==> config.mk <==
export PLATFORM = sky130hd
export DESIGN_NAME = ajd_regs
export DESIGN_NICKNAME = d
export VERILOG_FILES = /design/src/ajd_pkg.sv /design/src/ajd_regs.sv
export VERILOG_INCLUDE_DIRS = /design/src
export SDC_FILE = /design/constraint.sdc
export NUM_CORES = 1
export LEC_CHECK = 0
export ABC_AREA = 1
export BUFFER_PORTS_ARGS = -buffer_cell sky130_fd_sc_hd__buf_2
export CAP_MARGIN = 20
export CORE_ASPECT_RATIO = 2
export CORE_MARGIN = 4
export CORE_UTILIZATION = 34
export CTS_CLUSTER_DIAMETER = 150
export DETAILED_ROUTE_END_ITERATION = 8
export GPL_ROUTABILITY_DRIVEN = 0
export PLACE_DENSITY = 0.65
export SLEW_MARGIN = 20
export SYNTH_ARGS = -nofsm -noshare
export SYNTH_HDL_FRONTEND = slang
export SYNTH_SLANG_ARGS = --single-unit
export TNS_END_PERCENT = 50
==> constraint.sdc <==
create_clock -name clock_in -period 1 [get_ports clock_in]
set_input_delay 0.2 -clock clock_in [delete_from_list [all_inputs] [get_ports clock_in]]
set_output_delay 0.2 -clock clock_in [all_outputs]
set_load 0.02 [all_outputs]
==> src/ajd_defs.svh <==
// register offsets, reset values and field positions for the jack detect register bank
`ifndef AJD_DEFS_SVH
`define AJD_DEFS_SVH
`define AJD_OFS_STATUS      8'h11
`define AJD_OFS_ENABLE      8'h12
`define AJD_OFS_FLAGS       8'h18
`define AJD_OFS_MASKS       8'h19
`define AJD_OFS_VOLT_FIRST  8'h1A
`define AJD_OFS_VOLT_SECOND 8'h1B
`define AJD_OFS_MIC_FIRST   8'h1C
`define AJD_OFS_MIC_SECOND  8'h1D
`define AJD_OFS_SOFT_RESET  8'h1E
`define AJD_OFS_CURRENT     8'h1F
`define AJD_RST_FLAGS       3'h0
`define AJD_RST_MASKS       3'h0
`define AJD_RST_VOLT_FIRST  8'h7F
`define AJD_RST_VOLT_SECOND 8'hFF
`define AJD_RST_MIC_FIRST   8'h20
`define AJD_RST_MIC_SECOND  8'hFF
`define AJD_RST_CURRENT     4'h0
`define AJD_RST_ENABLE      2'h0
`define AJD_CURRENT_INVALID 4'h0
`define AJD_CURRENT_DEFAULT 4'h7
`define AJD_BIT_JACK_DONE   2
`define AJD_BIT_LOW_RES     1
`define AJD_BIT_RES_DONE    0
`endif

==> src/ajd_pkg.sv <==
// types shared by the jack detect register bank
`default_nettype none
package ajd_pkg;
    // =====================================================================
    // register access request from the serial target
    typedef struct packed {
        logic       wr;      // write strobe, one cycle
        logic       rd;      // read strobe, one cycle
        logic [7:0] addr;    // register offset
        logic [7:0] wdata;   // write data
    } ajd_req_t;
    // events from the detection engines, one-cycle pulses
    typedef struct packed {
        logic       jack_done;   // jack detection and configuration finished
        logic       low_res;     // low resistance seen
        logic       res_done;    // resistance detection run finished
        logic       volt_valid;  // new voltage readings present
        logic [7:0] volt_first;  // first side voltage code
        logic [7:0] volt_second; // second side voltage code
    } ajd_evt_t;
endpackage : ajd_pkg
`default_nettype wire

==> src/ajd_regs.sv <==
// register bank for audio jack detection flags, masks, readings and settings
`timescale 1ns/10ps
`default_nettype none
`include "ajd_defs.svh"
module ajd_regs (
    input  wire logic            clock_in,        // 40 MHz clock
    input  wire logic            rst_b_in,        // asynchronous reset, active low
    input  wire logic            clk_en_in,       // freezes all state while low
    input  wire ajd_pkg::ajd_req_t req_in,        // register access request
    input  wire ajd_pkg::ajd_evt_t evt_in,        // detection engine events
    input  wire logic            accessory_in,    // high while an accessory is attached
    output logic [7:0]           rdata_out,       // read data, registered
    output logic                 int_b_out,       // interrupt, active low, registered
    output logic                 if_reset_out,    // serial interface reset pulse
    output logic                 res_det_en_out,  // resistance detection enable
    output logic                 jack_det_en_out, // jack detection enable
    output logic [3:0]           current_out,     // detection source current code
    output logic [7:0]           mic_first_out,   // first mic threshold word
    output logic [7:0]           mic_second_out   // second mic threshold word
);
    // =====================================================================
    // state
    logic [2:0] flags_reg,  flags_next;   // sticky event flags
    logic [2:0] masks_reg,  masks_next;   // interrupt masks
    logic [7:0] vfirst_reg, vfirst_next;  // first side voltage
    logic [7:0] vsec_reg,   vsec_next;    // second side voltage
    logic [7:0] micf_reg,   micf_next;    // mic_threshold_first_word
    logic [7:0] mics_reg,   mics_next;    // mic_threshold_second_word
    logic       srst_reg,   srst_next;    // interface reset, self clearing
    logic [3:0] cur_reg,    cur_next;     // current source setting
    logic [1:0] en_reg,     en_next;      // detection enables, bit1 res, bit0 jack
    logic [7:0] rdata_reg,  rdata_next;   // read data holding
    logic       intb_reg,   intb_next;    // interrupt pin level
    logic [2:0] evt_vec;                  // events in flag order
    logic       rd_flags;                 // read of the flag register this cycle
    wire  [2:0] flag_upd;                 // per-bit flag value for next cycle
    wire  [2:0] flag_live;                // per-bit flag that may pull the pin

    // =====================================================================
    // access decode
    // events are gathered in flag order so the per-bit loop can index them
    assign evt_vec  = {evt_in.jack_done, evt_in.low_res, evt_in.res_done};
    // the read clear is decoded once for the flag loop; the read mux decodes the offset in its own case
    assign rd_flags = req_in.rd && (req_in.addr == `AJD_OFS_FLAGS);

    // =====================================================================
    // per-flag update, one copy for each event bit
    for (genvar i = 0; i < 3; i++) begin : g_flag
        // a same-cycle event beats the read clear, so no event is lost to a read
        assign flag_upd[i]  = (flags_reg[i] && !rd_flags) || evt_vec[i];
        // a masked flag still records its event but stays off the pin
        assign flag_live[i] = flag_upd[i] && !masks_next[i];
    end

    // =====================================================================
    // read data: next value
    // the mux only moves on a read strobe, so the last answer stands until
    // the host asks again; reserved bits and unmapped offsets read as zero
    always_comb begin
        rdata_next = rdata_reg;                          // hold between reads
        if (req_in.rd) begin
            // a read sees the flags as they stood before this edge
            unique case (req_in.addr)
                `AJD_OFS_STATUS:      rdata_next = {7'h00, ~accessory_in};
                `AJD_OFS_ENABLE:      rdata_next = {6'h00, en_reg};
                `AJD_OFS_FLAGS:       rdata_next = {5'h00, flags_reg};
                `AJD_OFS_MASKS:       rdata_next = {5'h00, masks_reg};
                `AJD_OFS_VOLT_FIRST:  rdata_next = vfirst_reg;
                `AJD_OFS_VOLT_SECOND: rdata_next = vsec_reg;
                `AJD_OFS_MIC_FIRST:   rdata_next = micf_reg;
                `AJD_OFS_MIC_SECOND:  rdata_next = mics_reg;
                `AJD_OFS_CURRENT:     rdata_next = {4'h0, cur_reg};
                default:              rdata_next = 8'h00;                // unmapped and write-only
            endcase
        end
    end

    // =====================================================================
    // flags and interrupt pin: next value
    // the pin is worked out from the flags as they will stand next cycle,
    // so the pin never trails the flag register by a cycle
    always_comb begin
        flags_next = flag_upd;
        intb_next  = ~|flag_live;
    end

    // =====================================================================
    // host settings: next value
    always_comb begin
        masks_next = masks_reg;                          // masks hold unless written
        micf_next  = micf_reg;                           // mic_threshold_first_word
        mics_next  = mics_reg;                           // mic_threshold_second_word
        srst_next  = 1'b0;
        cur_next   = cur_reg;                            // current code holds
        en_next    = en_reg;                             // enables hold
        if (req_in.wr) begin
            unique case (req_in.addr)
                `AJD_OFS_ENABLE:     en_next    = req_in.wdata[1:0];
                `AJD_OFS_MASKS:      masks_next = req_in.wdata[2:0];
                `AJD_OFS_MIC_FIRST:  micf_next  = req_in.wdata;
                `AJD_OFS_MIC_SECOND: mics_next  = req_in.wdata;
                `AJD_OFS_SOFT_RESET: srst_next  = req_in.wdata[0];
                `AJD_OFS_CURRENT: begin
                    // a forbidden zero code is refused, setting is kept
                    if (req_in.wdata[3:0] != `AJD_CURRENT_INVALID) begin
                        cur_next = req_in.wdata[3:0];
                    end
                end
                default: ;                               // read-only or unmapped
            endcase
        end
        // a finished run drops its enable even against a same-cycle write,
        // so a stale write cannot restart a run that has just ended
        if (evt_in.res_done) begin
            en_next[1] = 1'b0;
        end
        if (evt_in.jack_done) begin
            en_next[0] = 1'b0;
        end
    end

    // =====================================================================
    // detection readings: next value
    // readings move only when the engine marks them new; the host cannot
    // write them, so a write to either offset is simply ignored
    always_comb begin
        vfirst_next = vfirst_reg;
        vsec_next   = vsec_reg;
        if (evt_in.volt_valid) begin
            vfirst_next = evt_in.volt_first;
            vsec_next   = evt_in.volt_second;
        end
    end

    // =====================================================================
    // read data register
    always_ff @(posedge clock_in or negedge rst_b_in) begin
        if (!rst_b_in) begin
            rdata_reg <= 8'h00;                          // bus reads zero after reset
        end else if (clk_en_in) begin
            rdata_reg <= rdata_next;
        end
    end

    // =====================================================================
    // flag and pin registers
    // events that arrive while the clock enable is low are not recorded;
    // the engines are expected to run on the same enable
    always_ff @(posedge clock_in or negedge rst_b_in) begin
        if (!rst_b_in) begin
            flags_reg <= `AJD_RST_FLAGS;
            intb_reg  <= 1'b1;                           // pin released in reset
        end else if (clk_en_in) begin
            flags_reg <= flags_next;
            intb_reg  <= intb_next;
        end
    end

    // =====================================================================
    // host setting registers
    always_ff @(posedge clock_in or negedge rst_b_in) begin
        if (!rst_b_in) begin
            masks_reg <= `AJD_RST_MASKS;
            micf_reg  <= `AJD_RST_MIC_FIRST;
            mics_reg  <= `AJD_RST_MIC_SECOND;
            srst_reg  <= 1'b0;                           // no pulse in reset
            cur_reg   <= `AJD_RST_CURRENT;               // zero code until written
            en_reg    <= `AJD_RST_ENABLE;                // no run in reset
        end else if (clk_en_in) begin
            masks_reg <= masks_next;
            micf_reg  <= micf_next;
            mics_reg  <= mics_next;
            srst_reg  <= srst_next;
            cur_reg   <= cur_next;
            en_reg    <= en_next;
        end
    end

    // =====================================================================
    // detection reading registers
    always_ff @(posedge clock_in or negedge rst_b_in) begin
        if (!rst_b_in) begin
            vfirst_reg <= `AJD_RST_VOLT_FIRST;
            vsec_reg   <= `AJD_RST_VOLT_SECOND;
        end else if (clk_en_in) begin
            vfirst_reg <= vfirst_next;
            vsec_reg   <= vsec_next;
        end
    end

    // =====================================================================
    // outputs
    // every output comes straight from a flip-flop, so nothing downstream
    // sees a glitch from the request decode
    assign rdata_out       = rdata_reg;
    assign int_b_out       = intb_reg;
    assign if_reset_out    = srst_reg;
    assign res_det_en_out  = en_reg[1];
    assign jack_det_en_out = en_reg[0];
    assign current_out     = cur_reg;
    assign mic_first_out   = micf_reg;
    assign mic_second_out  = mics_reg;
endmodule : ajd_regs
`default_nettype wire

After elaboration in Yosys (flattened, before gate mapping)

Index checks and enable logic that the tools add are counted.

Bits in registers: 54
Word-level logic and storage cells: 60
Bits of input ports: 42

Reductions and logical operators: 28
Bitwise logic cells: 1
Eq/ne operators: 10
Multiplexer cells: 9

Operators by type and width:

| kind               | count |
|---|---|
| $eq 8x5->1 const B | 10 |
| $pmux 8 s9         | 1 |
| $reduce_and 3->1   | 4 |
| $reduce_bool 2->1  | 4 |
| $logic_and 1x1->1  | 7 |
| $mux 3             | 2 |
| $logic_not 1->1    | 5 |
| $mux 1             | 4 |
| $mux 2             | 2 |
| $reduce_and 2->1   | 2 |
| $reduce_and 4->1   | 1 |
| $reduce_bool 4->1  | 1 |
| $logic_or 1x1->1   | 3 |
| $reduce_or 3->1    | 1 |
| $not 1->1          | 1 |

Logic depth before layout (Yosys ltp)

Word-level depth: 8
Gate-level depth with buffers: 10
Depth with buffers taken out: 9

Worst setup path before layout

Ideal clock, no wire load.

Path type: in2reg
Start: input req_in[14] (netlist bit)
End: register micf_reg[6], in the netlist mic_first_out[6]
Stages: 9
Setup time: 121 ps
Setup slack: -135 ps
Data arrival time: 1,014 ps
Path through: inv_1 nand2_1 nor2_8 nand2_4 nor2_8 nand2_4 buf_6 nand2_1 o21ai_1

Word-level cells in the longest chain between the ends: 2

Ends and longest elaborated chain:

| item                       | line            | RTL |
|---|---|---|
| start: declaration         | ajd_regs.sv:9   | `input wire ajd_pkg::ajd_req_t req_in,` |
| $eq 8x5->1                 | ajd_regs.sv:97  | `unique case (req_in.addr)` |
| $reduce_and 3->1 (no line) | -               |  |
| end signal: assignment     | ajd_regs.sv:164 | `` micf_reg <= `AJD_RST_MIC_FIRST; `` |
| end signal: assignment     | ajd_regs.sv:171 | `micf_reg <= micf_next;` |
| end: declaration           | ajd_regs.sv:27  | `logic [7:0] micf_reg, micf_next;` |

Every way passes these cells.
A chain may end at the register's enable or synchronous reset.

Worst setup path in the final report

Start: register mics_reg[3], in the netlist mic_second_out[3]
End: output mic_second_out[3]

RTL lines:

| item                     | line            | RTL |
|---|---|---|
| start: declaration       | ajd_regs.sv:28  | `logic [7:0] mics_reg, mics_next;` |
| start signal: assignment | ajd_regs.sv:165 | `` mics_reg <= `AJD_RST_MIC_SECOND; `` |
| start signal: assignment | ajd_regs.sv:172 | `mics_reg <= mics_next;` |
| end: declaration         | ajd_regs.sv:19  | `output logic [7:0] mic_second_out` |

No word-level cell between the ends.

==> results.cfg <==
[sta]
finClkSkew_ns = 0.005169
period_share_pct = 125.0
setup_ws_ns = -0.2498
slew_violations = 0
post-route-min-period_ns = 1.250
timing.fmax_mhz = 800.1
tns_ns = -3.949
worst_pin_slew_ns = 0.3807
rsz0062_at_grt = true
setup_viol = 39
hold_viol = 0
relSlewSlack_pct = 74.53

[worst_setup_path]
end_kind = output port
reg2reg_from = mic_second_out[0]
slowest_stage = dfstp_2
path_buf_inv = 2
crit_path_cell_trace = buf_6, buf_6
cp_common_cell = buf_6
required_ns = 0.80
ff2ff_setup_slack_ns = -0.09
cpPeakStageDelay_ns = 0.55
reg2reg_depth = 7
critical_path.top_delay_family = flip-flops
cp-start-kind = register
path_class = reg2out
crit_cells = 2
crit_fanout = 2
worstPathArrival_ns = 1.05
reg2reg_to = rdata_out[0]

[floorplanning]
die_w_um = 70.90
rows = 45
die_h_um = 133.8
ios = 74
die_area_um2 = 9485
core_area_um2 = 7657
start_util_pct = 35.13

[hold_path]
hp-start = req_in[5]
hold_path.class = in2reg
whs_path_depth = 3
holdPathEnd = mic_first_out[5]

[finish]
postLayoutCoreUtil_pct = 55.90
final_common_cell = nand2_1
diodes = 0
design_area_um2 = 4280
stdcell_count = 543
final_cell_mix = nand2_1, buf_6, buf_2, buf_4, o21ai_1
drive_above_1_share_pct = 53.45
nets = 490
syn_to_final_growth_pct = 59.12

[clocking]
clockRootBuffer = clkbuf_16
path_clk_slew_ns = 0.07
cts_buffers = 5
h-tree-depth = 2
cts_tree = yes
cts_sinks = 54
cts.path.max_buffers = 2
clk_latency_ns = 0.29

[pwr]
power.leakage_nw = 2.116
peakVddDrop_uv = 1137
power.density_nw_per_um2 = 1248

[placed_design]
place_inst = 506
placement.io_buffers = 73
dp_hpwl_um = 6217
placed_area_um2 = 3458

[run]
cap_violations = 0

[route]
ant_nets = 0
drt_iter0_drc = 160
dr.pass1.iters = 4
wire_per_inst_um = 16.01
drc_errors = 0
via_per_inst = 4.994
vias = 2712
drt_wl_total_um = 8692

[synth]
synth_ff_type = dfrtp_1
synth_mux_area_share_pct = 6.279
synth_top_cell_by_area = dfrtp_1
syn_area_um2 = 2690
postSynthCellCount = 312
synth-xor-area-share_pct = 0
yosysSeqAreaShare_pct = 51.40
syn_avg_cell_area_um2 = 8.622
synth_simple_gate_area_share_pct = 29.02
syn_nets = 354
synth_top_family_by_area = simple AND/OR/NAND/NOR gates
async_reset_ff_share_pct = 100.0
synth-seq-cells = 54
synth-compound-area-share_pct = 7.581
ys_warn_count = 0
synthTopCellsByArea = dfrtp_1, dfstp_2, nand2_1, mux2_2, o21ai_1
synth_edf_count = 0
netlist-cell-type-count = 27
synth_top_area_share_pct = 26.98
synth_fa_ha_area_share_pct = 0

[outcome]
violations = setup timing
status = complete, but fails checks

[grt]
grt_max_degree = 55
grt.overflow.total = 0
antenna_found_initial = 0
grt_usage_pct = 17.90
grt_pass1_vias = 2798
grt_first_pass_wirelength_um = 13220
## worst min-delay path, stage by stage
cell     delay (ns)
buf_2          0.10
inv_1          0.06
o21ai_1        0.06
## layout make-up
type	count	area [um2]
multi-input cells	225	1383
fillers	701	3377
well taps	94	117.6
flip-flops and latches	54	1383
repair buffers	133	1092
clock buffers	5	125.1
clock inverters	3	45.04
inverters	29	135.1
## power by group
part	internal, mW	switching, mW
Combinational	0.401	0.457
Clock	1.18	0.795
Sequential	2.41	0.0969
## timing repair
| action | in CTS | in global routing |
|---|---|---|
| hold buffers | 1 | 0 |
| pin swaps | 12 | 32 |
| setup endpoints to repair | 62 | 66 |
| setup buffers | 15 | 11 |
| hold endpoints to repair | 29 | 0 |
| resized for setup | 61 | 59 |
| cloned | 2 | 1 |
## kinds of logic after synthesis
group / count (synthesis)
DFF: 54
muxes: 15
AOI/OAI and AO/OA: 39
buffers and inverters: 36
and+or+nand+nor: 168
## Yosys cell counts (3+ instances only)
master and n:
nand2_1 97, o21ai_1 33, nand3_1 31, dfrtp_1 29
dfstp_2 25, inv_1 23, mux2_2 15, nor2_1 15
nand4_1 8, inv_2 6, nor2_2 5, nand2_2 4
buf_2 3
## worst max-delay path by stage
stage                       from           endpoint  slack (ns)
2_1_floorplan         req_in[15]   mic_first_out[6]        -0.1
3_3_place_gp          req_in[15]       rdata_out[6]       -0.46
3_5_place_dp          req_in[15]          int_b_out       -0.49
4_1_cts        mic_second_out[2]  mic_second_out[2]       -0.24
5_1_grt        mic_second_out[2]  mic_second_out[2]       -0.27
6_report       mic_second_out[3]  mic_second_out[3]       -0.25
## metal layers
metal | GRT usage [%] | vias to the layer above | wire, um
li1 | - | 1302 | -
met1 | 17.25 | 1312 | 2870
met2 | 35.47 | 75 | 5125
met3 | 3.376 | 23 | 360
met4 | 7.427 | 0 | 335
met5 | 0 | - | 0
## stage by stage
| stage | setup WS (ns) | power, mW | hold WS [ns] |
|---|---|---|---|
| after CTS | -0.2412 | 5.281 | 0.1197 |
| after detailed placement | -0.4903 | 3.222 | 0.2188 |
| after floorplan | -0.09821 | 2.860 | -0.09559 |
| after global routing | -0.2699 | 5.538 | 0.1294 |
| final | -0.2498 | 5.340 | 0.1212 |
| after global placement | -0.4592 | 3.202 | 0.2100 |
No activity file was read; power rests on OpenSTA's default activity.
